### src/spsr_defs.svh
/*
  Offsets, field positions, reset values and timing figures of the
  port shaping, default tag and drop counter register bank.
  Assumes word addressing: byte address is four times the index.
*/
`ifndef SPSR_DEFS_SVH
`define SPSR_DEFS_SVH

// Register indices
`define SPSR_IDX_P2_Q01_RATE  14'h1C11
`define SPSR_IDX_P2_Q23_RATE  14'h1C12
`define SPSR_IDX_HOST_TAG     14'h1C13
`define SPSR_IDX_P1_TAG       14'h1C14
`define SPSR_IDX_P2_TAG       14'h1C15
`define SPSR_IDX_HOST_DROPS   14'h1C16
`define SPSR_IDX_P1_DROPS     14'h1C17
`define SPSR_IDX_P2_DROPS     14'h1C18

// Field positions
`define SPSR_RATE_HI_MSB      25
`define SPSR_RATE_HI_LSB      13
`define SPSR_RATE_LO_MSB      12
`define SPSR_RATE_LO_LSB      0
`define SPSR_PRIO_MSB         14
`define SPSR_PRIO_LSB         12
`define SPSR_VID_MSB          11
`define SPSR_VID_LSB          0

// Writable bit masks
`define SPSR_RATE_MASK        32'h03FF_FFFF
`define SPSR_TAG_MASK         32'h0000_7FFF

// Reset values
`define SPSR_RATE_RST         13'h0000
`define SPSR_PRIO_RST         3'h0
`define SPSR_VID_RST          12'h000
`define SPSR_CNT_RST          32'h0000_0000
`define SPSR_CNT_MAX          32'hFFFF_FFFF

// Timing: pacing unit and clock period in ns
`define SPSR_UNIT_NS          18'h0_0014
`define SPSR_CLK_NS           18'h0_0008

// Bus answers
`define SPSR_RESP_OKAY        2'h0
`define SPSR_RESP_SLVERR      2'h2

`endif

### src/spsr_pkg.sv
/*
  Types of the port shaping register bank.
  Assumes spsr_defs.svh is on the include path.
*/
package spsr_pkg;

  // Default tag of one port
  typedef struct packed {
    logic [2:0]  prio;
    logic [11:0] vid;
  } spsr_tag_t;

  typedef spsr_tag_t [2:0] spsr_tags_t;
  typedef logic [3:0][12:0] spsr_rates_t;

  // Whole state of the bank
  typedef struct packed {
    spsr_rates_t       rate;
    spsr_tags_t        tag;
    logic [2:0][31:0]  drops;
    logic [3:0][17:0]  wait_ns;
    logic [3:0]        q_ready;
    logic              aw_ok;
    logic              w_ok;
    logic [15:0]       awaddr;
    logic [31:0]       wdata;
    logic [3:0]        wstrb;
    logic              awready;
    logic              wready;
    logic              bvalid;
    logic [1:0]        bresp;
    logic              arready;
    logic              rvalid;
    logic [1:0]        rresp;
    logic [31:0]       rdata;
  } spsr_state_t;

endpackage : spsr_pkg

### src/spsr_regs.sv
/*
  AXI4-Lite register bank for port 2 egress pacing, per-port default
  tags and per-port ingress policer drop counters, with the port 2
  queue pacers that use the rate settings.
  Assumes one clock, synchronous inputs, single-cycle drop pulses.
*/
// Chosen here: the AXI4-Lite register port.
// Contract
// Per-byte time of a queue is (field plus one) times 20 ns.
// First port 2 rate word: queue 1 in 25:13, queue 0 in 12:0.
// Second port 2 rate word: queue 3 upper field, queue 2 lower.
// Rates reset to zero; each queue paced by its time per byte.
// Default priority in bits 14:12, reset zero, used for egress tags.
// Default VLAN id in bits 11:0, reset zero, used for egress tags.
// Host, port 1 and port 2 tag registers at consecutive indices.
// Drop counter counts each packet dropped by ingress policing.
// Reading a drop counter returns its count and clears it.
// Drop counter saturates at all ones until read.
// One drop counter per source port, consecutive, reset zero.
// Reserved bits read zero and ignore writes.
`timescale 1ns/1ps
`default_nettype none
`include "spsr_defs.svh"

module spsr_regs
(
  input  wire  logic               I_SYS_CLK,
  input  wire  logic               I_RST,
  input  wire  logic               I_AWVALID,
  output var   logic               O_AWREADY,
  input  wire  logic [15:0]        I_AWADDR,
  input  wire  logic [2:0]         I_AWPROT,
  input  wire  logic               I_WVALID,
  output var   logic               O_WREADY,
  input  wire  logic [31:0]        I_WDATA,
  input  wire  logic [3:0]         I_WSTRB,
  output var   logic               O_BVALID,
  input  wire  logic               I_BREADY,
  output var   logic [1:0]         O_BRESP,
  input  wire  logic               I_ARVALID,
  output var   logic               O_ARREADY,
  input  wire  logic [15:0]        I_ARADDR,
  input  wire  logic [2:0]         I_ARPROT,
  output var   logic               O_RVALID,
  input  wire  logic               I_RREADY,
  output var   logic [31:0]        O_RDATA,
  output var   logic [1:0]         O_RRESP,
  input  wire  logic [2:0]         I_DROP,
  input  wire  logic [3:0]         I_Q_SENT,
  output var   logic [3:0]         O_Q_READY,
  output var   spsr_pkg::spsr_rates_t O_Q_RATE,
  output var   spsr_pkg::spsr_tags_t  O_DEF_TAG
);
  import spsr_pkg::*;

  spsr_state_t s_r;
  spsr_state_t s_nxt;
  logic [13:0] wr_idx;
  logic [13:0] rd_idx;
  logic [31:0] wmask;
  logic [31:0] wval;
  logic        rd_take;
  logic [2:0]  rd_clr;

  // Byte-lane merge of the pending write
  always_comb
  begin
    for (int b = 0; b < 4; b++)
    begin
      wmask[b*8 +: 8] = {8{s_r.wstrb[b]}};
    end
  end

  assign wr_idx  = s_r.awaddr[15:2];
  assign rd_idx  = I_ARADDR[15:2];
  assign rd_take = s_r.arready && I_ARVALID;

  // Next state of bus, registers, counters and pacers
  always_comb
  begin
    s_nxt  = s_r;
    wval   = 32'h0000_0000;
    rd_clr = 3'h0;

    // Write address and data taken in either order
    if (s_r.awready && I_AWVALID)
    begin
      s_nxt.aw_ok  = 1'b1;
      s_nxt.awaddr = I_AWADDR;
    end
    if (s_r.wready && I_WVALID)
    begin
      s_nxt.w_ok  = 1'b1;
      s_nxt.wdata = I_WDATA;
      s_nxt.wstrb = I_WSTRB;
    end

    // Commit the write once both halves are held
    if (s_r.aw_ok && s_r.w_ok && !s_r.bvalid)
    begin
      s_nxt.aw_ok  = 1'b0;
      s_nxt.w_ok   = 1'b0;
      s_nxt.bvalid = 1'b1;
      s_nxt.bresp  = `SPSR_RESP_OKAY;
      unique case (wr_idx)
        `SPSR_IDX_P2_Q01_RATE:
        begin
          wval = ({6'h00, s_r.rate[1], s_r.rate[0]} & ~wmask)
               | (s_r.wdata & wmask);
          wval = wval & `SPSR_RATE_MASK;
          s_nxt.rate[1] = wval[`SPSR_RATE_HI_MSB:`SPSR_RATE_HI_LSB];
          s_nxt.rate[0] = wval[`SPSR_RATE_LO_MSB:`SPSR_RATE_LO_LSB];
        end
        `SPSR_IDX_P2_Q23_RATE:
        begin
          wval = ({6'h00, s_r.rate[3], s_r.rate[2]} & ~wmask)
               | (s_r.wdata & wmask);
          wval = wval & `SPSR_RATE_MASK;
          s_nxt.rate[3] = wval[`SPSR_RATE_HI_MSB:`SPSR_RATE_HI_LSB];
          s_nxt.rate[2] = wval[`SPSR_RATE_LO_MSB:`SPSR_RATE_LO_LSB];
        end
        `SPSR_IDX_HOST_TAG, `SPSR_IDX_P1_TAG, `SPSR_IDX_P2_TAG:
        begin
          for (int p = 0; p < 3; p++)
          begin
            if (wr_idx == `SPSR_IDX_HOST_TAG + 14'(p))
            begin
              wval = ({17'h0_0000, s_r.tag[p]} & ~wmask)
                   | (s_r.wdata & wmask);
              wval = wval & `SPSR_TAG_MASK;
              s_nxt.tag[p].prio =
                wval[`SPSR_PRIO_MSB:`SPSR_PRIO_LSB];
              s_nxt.tag[p].vid  =
                wval[`SPSR_VID_MSB:`SPSR_VID_LSB];
            end
          end
        end
        `SPSR_IDX_HOST_DROPS, `SPSR_IDX_P1_DROPS, `SPSR_IDX_P2_DROPS:
        begin
          s_nxt.bresp = `SPSR_RESP_OKAY; // Counters ignore writes
        end
        default:
        begin
          s_nxt.bresp = `SPSR_RESP_SLVERR;
        end
      endcase
    end
    if (s_r.bvalid && I_BREADY)
    begin
      s_nxt.bvalid = 1'b0;
    end
    s_nxt.awready = !s_nxt.aw_ok && !s_nxt.bvalid;
    s_nxt.wready  = !s_nxt.w_ok && !s_nxt.bvalid;

    // Read: data latched at the address handshake
    if (rd_take)
    begin
      s_nxt.arready = 1'b0;
      s_nxt.rvalid  = 1'b1;
      s_nxt.rresp   = `SPSR_RESP_OKAY;
      s_nxt.rdata   = 32'h0000_0000;
      unique case (rd_idx)
        `SPSR_IDX_P2_Q01_RATE:
          s_nxt.rdata = {6'h00, s_r.rate[1], s_r.rate[0]};
        `SPSR_IDX_P2_Q23_RATE:
          s_nxt.rdata = {6'h00, s_r.rate[3], s_r.rate[2]};
        `SPSR_IDX_HOST_TAG:
          s_nxt.rdata = {17'h0_0000, s_r.tag[0]};
        `SPSR_IDX_P1_TAG:
          s_nxt.rdata = {17'h0_0000, s_r.tag[1]};
        `SPSR_IDX_P2_TAG:
          s_nxt.rdata = {17'h0_0000, s_r.tag[2]};
        `SPSR_IDX_HOST_DROPS:
        begin
          s_nxt.rdata = s_r.drops[0];
          rd_clr[0]   = 1'b1;
        end
        `SPSR_IDX_P1_DROPS:
        begin
          s_nxt.rdata = s_r.drops[1];
          rd_clr[1]   = 1'b1;
        end
        `SPSR_IDX_P2_DROPS:
        begin
          s_nxt.rdata = s_r.drops[2];
          rd_clr[2]   = 1'b1;
        end
        default:
          s_nxt.rresp = `SPSR_RESP_SLVERR;
      endcase
    end
    if (s_r.rvalid && I_RREADY)
    begin
      s_nxt.rvalid  = 1'b0;
      s_nxt.arready = 1'b1;
    end
    if (!s_r.rvalid && !s_r.arready && !rd_take)
    begin
      s_nxt.arready = 1'b1; // Ready after reset
    end

    // Drop counters: a drop in the clearing cycle is kept
    for (int p = 0; p < 3; p++)
    begin
      if (rd_clr[p])
      begin
        s_nxt.drops[p] = `SPSR_CNT_RST
                       + {31'h0000_0000, I_DROP[p]};
      end
      else if (I_DROP[p] && s_r.drops[p] != `SPSR_CNT_MAX)
      begin
        s_nxt.drops[p] = s_r.drops[p] + 32'h0000_0001;
      end
    end

    // Queue pacers: hold off for (rate + 1) * unit after each byte
    for (int q = 0; q < 4; q++)
    begin
      if (I_Q_SENT[q])
      begin
        s_nxt.wait_ns[q] = 18'({5'h00, s_r.rate[q]} + 18'h0_0001)
                         * `SPSR_UNIT_NS;
      end
      else if (s_r.wait_ns[q] > `SPSR_CLK_NS)
      begin
        s_nxt.wait_ns[q] = s_r.wait_ns[q] - `SPSR_CLK_NS;
      end
      else
      begin
        s_nxt.wait_ns[q] = 18'h0_0000;
      end
      s_nxt.q_ready[q] = (s_nxt.wait_ns[q] == 18'h0_0000);
    end
  end

  // State register; all fields clear, which is every reset value
  always_ff @(posedge I_SYS_CLK)
  begin
    if (I_RST)
    begin
      s_r <= '0;
    end
    else
    begin
      s_r <= s_nxt;
    end
  end

  // Outputs straight from the state register
  assign O_AWREADY = s_r.awready;
  assign O_WREADY  = s_r.wready;
  assign O_BVALID  = s_r.bvalid;
  assign O_BRESP   = s_r.bresp;
  assign O_ARREADY = s_r.arready;
  assign O_RVALID  = s_r.rvalid;
  assign O_RDATA   = s_r.rdata;
  assign O_RRESP   = s_r.rresp;
  assign O_Q_READY = s_r.q_ready;
  assign O_Q_RATE  = s_r.rate;
  assign O_DEF_TAG = s_r.tag;
endmodule : spsr_regs
`default_nettype wire

### config.mk
export PLATFORM = sky130hd
export DESIGN_NAME = spsr_regs
export DESIGN_NICKNAME = d
export VERILOG_FILES = /design/src/spsr_pkg.sv /design/src/spsr_regs.sv
export VERILOG_INCLUDE_DIRS = /design/src
export SDC_FILE = /design/constraint.sdc
export NUM_CORES = 1
export LEC_CHECK = 0
export ABC_CLOCK_PERIOD_IN_PS = 6400
export BUFFER_PORTS_ARGS = -buffer_cell sky130_fd_sc_hd__buf_4
export CORE_MARGIN = 2
export CORE_UTILIZATION = 55
export DETAILED_ROUTE_END_ITERATION = 10
export HOLD_SLACK_MARGIN = 0.06
export PLACE_DENSITY = 0.78
export SLEW_MARGIN = 20
export SYNTH_ARGS = -nofsm -noshare
export SYNTH_HDL_FRONTEND = slang
export SYNTH_SLANG_ARGS = --single-unit
### constraint.sdc
create_clock -name I_SYS_CLK -period 6.4 [get_ports I_SYS_CLK]
set_input_delay 0.32 -clock I_SYS_CLK [delete_from_list [all_inputs] [get_ports I_SYS_CLK]]
set_output_delay 0.32 -clock I_SYS_CLK [all_outputs]
set_load 0.01 [all_outputs]
==> results.cfg <==
[run_status]
status = finished clean

[sta]
min_period_ns = 3.94
finalHoldViolations = 0
tightest_slew_ns = 1.10
final-max-slew-violation-count = 0
slew_headroom_pct = 26.6
rsz0062_at_grt = false
finalSetupViolations = 0
skew_ns = 0.0301
fin_crit_sh_pct = 61.6
max_freq_mhz = 253
setup_slack_ns = 2.46
setup_tns_ns = 0

[synthesis]
synthFlopType = dfxtp_1
ys_seq_elements = 354
synthTopCellsByArea = dfxtp_1 (34%), ha_1 (6.2%), nor2_1 (5.6%), buf_4 (5.1%), xor2_1 (4.9%)
synth-compound-area-share_pct = 13.6
synth_common_cells = dfxtp_1 (354), nor2_1 (311), nand2_1 (235), a21oi_1 (140), buf_4 (140)
ys_types = 74
synth_top_area_share_pct = 34.1
synth-simple-area-share_pct = 23.5
synth_cells = 2501
yosys_warnings = 0
yosys.area_share.adder_pct = 6.58
yosysTopAreaCell = dfxtp_1
synthMuxAreaShare_pct = 5.53
synth_top_family_by_area = simple AND/OR/NAND/NOR gates
avgSynthCellArea_um2 = 8.31
synth_seq_area_share_pct = 34.1
syn_area_mm2 = 0.0208
synth-edff-count = 0
synth-async-reset-ratio_pct = 0
synth_xor_xnor_area_share_pct = 8.68
synth_most_common_cell = dfxtp_1

[pwr]
vdd_drop_max_mv = 0.404
power.leakage_nw = 9.87
power_mw = 7.15
p_per_area_mw_per_mm2 = 304

[clocking]
cts_max_path_buffers = 3
ctsResizeCount = 0
cts_setup_buffers = 0
cts_tree = built
path_clk_slew_ns = 0.06
clk-insertion-delay-late_ns = 0.58
clock_sinks = 354
htreeDepth = 2
cts_root_buffer = clkbuf_16
numCtsBuffers = 41

[critical_path]
slowest_delay_ns = 0.52
timing.rr.end = O_Q_READY[1]
required_ns = 6.86
endpoint_kind = flip-flop
critPathArrivalTime_ns = 4.41
start_kind = flip-flop
cp_slowest_cell = dfxtp_1
cp_max_fo = 9
worstSetupPathType = flip-flop to flip-flop
rrSetupSlack_ns = 2.46
r2r_cells = 13
crit_chain = ha_1, nand3_1, xnor2_1, ha_1, fa_1, a211oi_1, o21ai_0, a31oi_1, xnor2_1, a22o_1, a221oi_1, nand4_1, nor4bb_1

[floorplan]
start_util_pct = 55.6
rows = 71
core_area_mm2 = 0.0374
die-area_mm2 = 0.0394
fp.dieW_um = 198
num_io_pins = 230
die_height_um = 198

[placed_design]
hpwl_um = 43600
place.gp.congestion = 0.948
portBuffers = 211
place_ws_ns = 2.52

[global_routing]
grt_pass1_vias = 17702
grt.total_usage_pct = 30.0
grt_pass1_wl_um = 93700
grt_max_degree = 102
overflow = 0
antenna_found_initial = 0

[job]
drv_cap = 0

[layout]
drive_above_1_share_pct = 13.3
synthToLayoutAreaGrowth_pct = 13.1
fill_cells = 3140
antenna_cells = 0
fin_nets = 2756

[min_path]
min_delay_path_depth = 3
holdPathEnd = s_r[59]
min_from = I_WDATA[14]
hold_path_class = input pin to flip-flop

[route]
wirelength_um = 60200
via_per_inst = 6.02
vias = 18670
drt_iter0_markers = 1724
drtAntennaViolNets = 0
wl_per_cell_um = 19.4
drc = 0
drt_first_pass_iters = 6
[cell usage in the layout, fill, tap and decap left out, types with 61 or more instances in the layout]
cell and instances:
a22oi_1 87, xnor2_1 90, o21ai_0 61, xor2_1 116
nor2_1 310, a21oi_1 140, ha_1 103, nand2_1 234
buf_4 221, mux2i_1 89, nand3_1 102, dfxtp_1 354
[worst max path at each step]
stage	slack, ns	cells after the start	endpoint
after floorplan	2.91	14	O_Q_READY[2]
after global placement	2.56	13	O_Q_READY[2]
after detailed placement	2.52	13	O_Q_READY[2]
after CTS	2.51	15	O_Q_READY[3]
after global routing	2.11	13	O_Q_READY[1]
final	2.46	13	O_Q_READY[1]
[stage by stage]
step                      area, um2  hold slack (ns)  utilization, %  cells
after floorplan               20800            0.426               -   2502
after global placement        21600            0.442            57.7   2982
after detailed placement      21600            0.448            57.7   2982
after CTS                     23500           0.0699            62.8   3101
after global routing          23500           0.0907            62.9   3102
final                         23500           0.0909            62.9   3102
[critical path, delay by kind of cell (launching register included)]
family                     cells  cell delay, ns
AOI/OAI and AO/OA              5            1.29
xor gates and xnor gates       2            0.36
adders and majority gates      3            1.14
DFF                            1            0.52
and+or+nand+nor                3            0.53
[where the power goes]
group	total (mW)	switching [mW]	internal [mW]
clock	2.46	0.967	1.50
combinational	2.05	1.17	0.884
sequential	2.63	0.223	2.41
total	7.15	2.36	4.78
[final cells by class]
| cell class | instances | area, um2 | share of cell area (%) |
|---|---|---|---|
| clock buffer | 59 | 1220 | 5.21 |
| clock inverter | 14 | 209 | 0.889 |
| inverter | 40 | 150 | 0.639 |
| timing repair buffer | 269 | 2140 | 9.11 |
| sequential | 354 | 7090 | 30.1 |
| multi-input combinational | 1855 | 12100 | 51.3 |
| tap | 511 | 639 | 2.72 |
[cell families (layout without fill, tap and decap cells)]
| family | count (synthesis) | count (layout) |
|---|---|---|
| AND/OR/NAND/NOR | 998 | 998 |
| AO/OA/AOI/OAI | 430 | 430 |
| flip-flops | 354 | 354 |
| buffers and inverters | 293 | 382 |
| XOR/XNOR | 206 | 206 |
| multiplexers | 112 | 112 |
| adder cells (fa/ha/maj) | 107 | 107 |
| other | 1 | 2 |
[repair_timing]
| action | in CTS | in global routing |
|---|---|---|
| endpoints found under the hold margin | 47 | 0 |
| endpoints found under the setup margin | 0 | 0 |
| hold buffers | 46 | 0 |
[metal layers]
metal	wire length (um)	up-vias	global-route usage [%]
met5	0	-	0
met4	3230	0	16.2
li1	-	8858	-
met3	4180	180	4.90
met2	28000	764	49.1
met1	24800	8868	37.8
No activity file was read; power rests on OpenSTA's default activity.
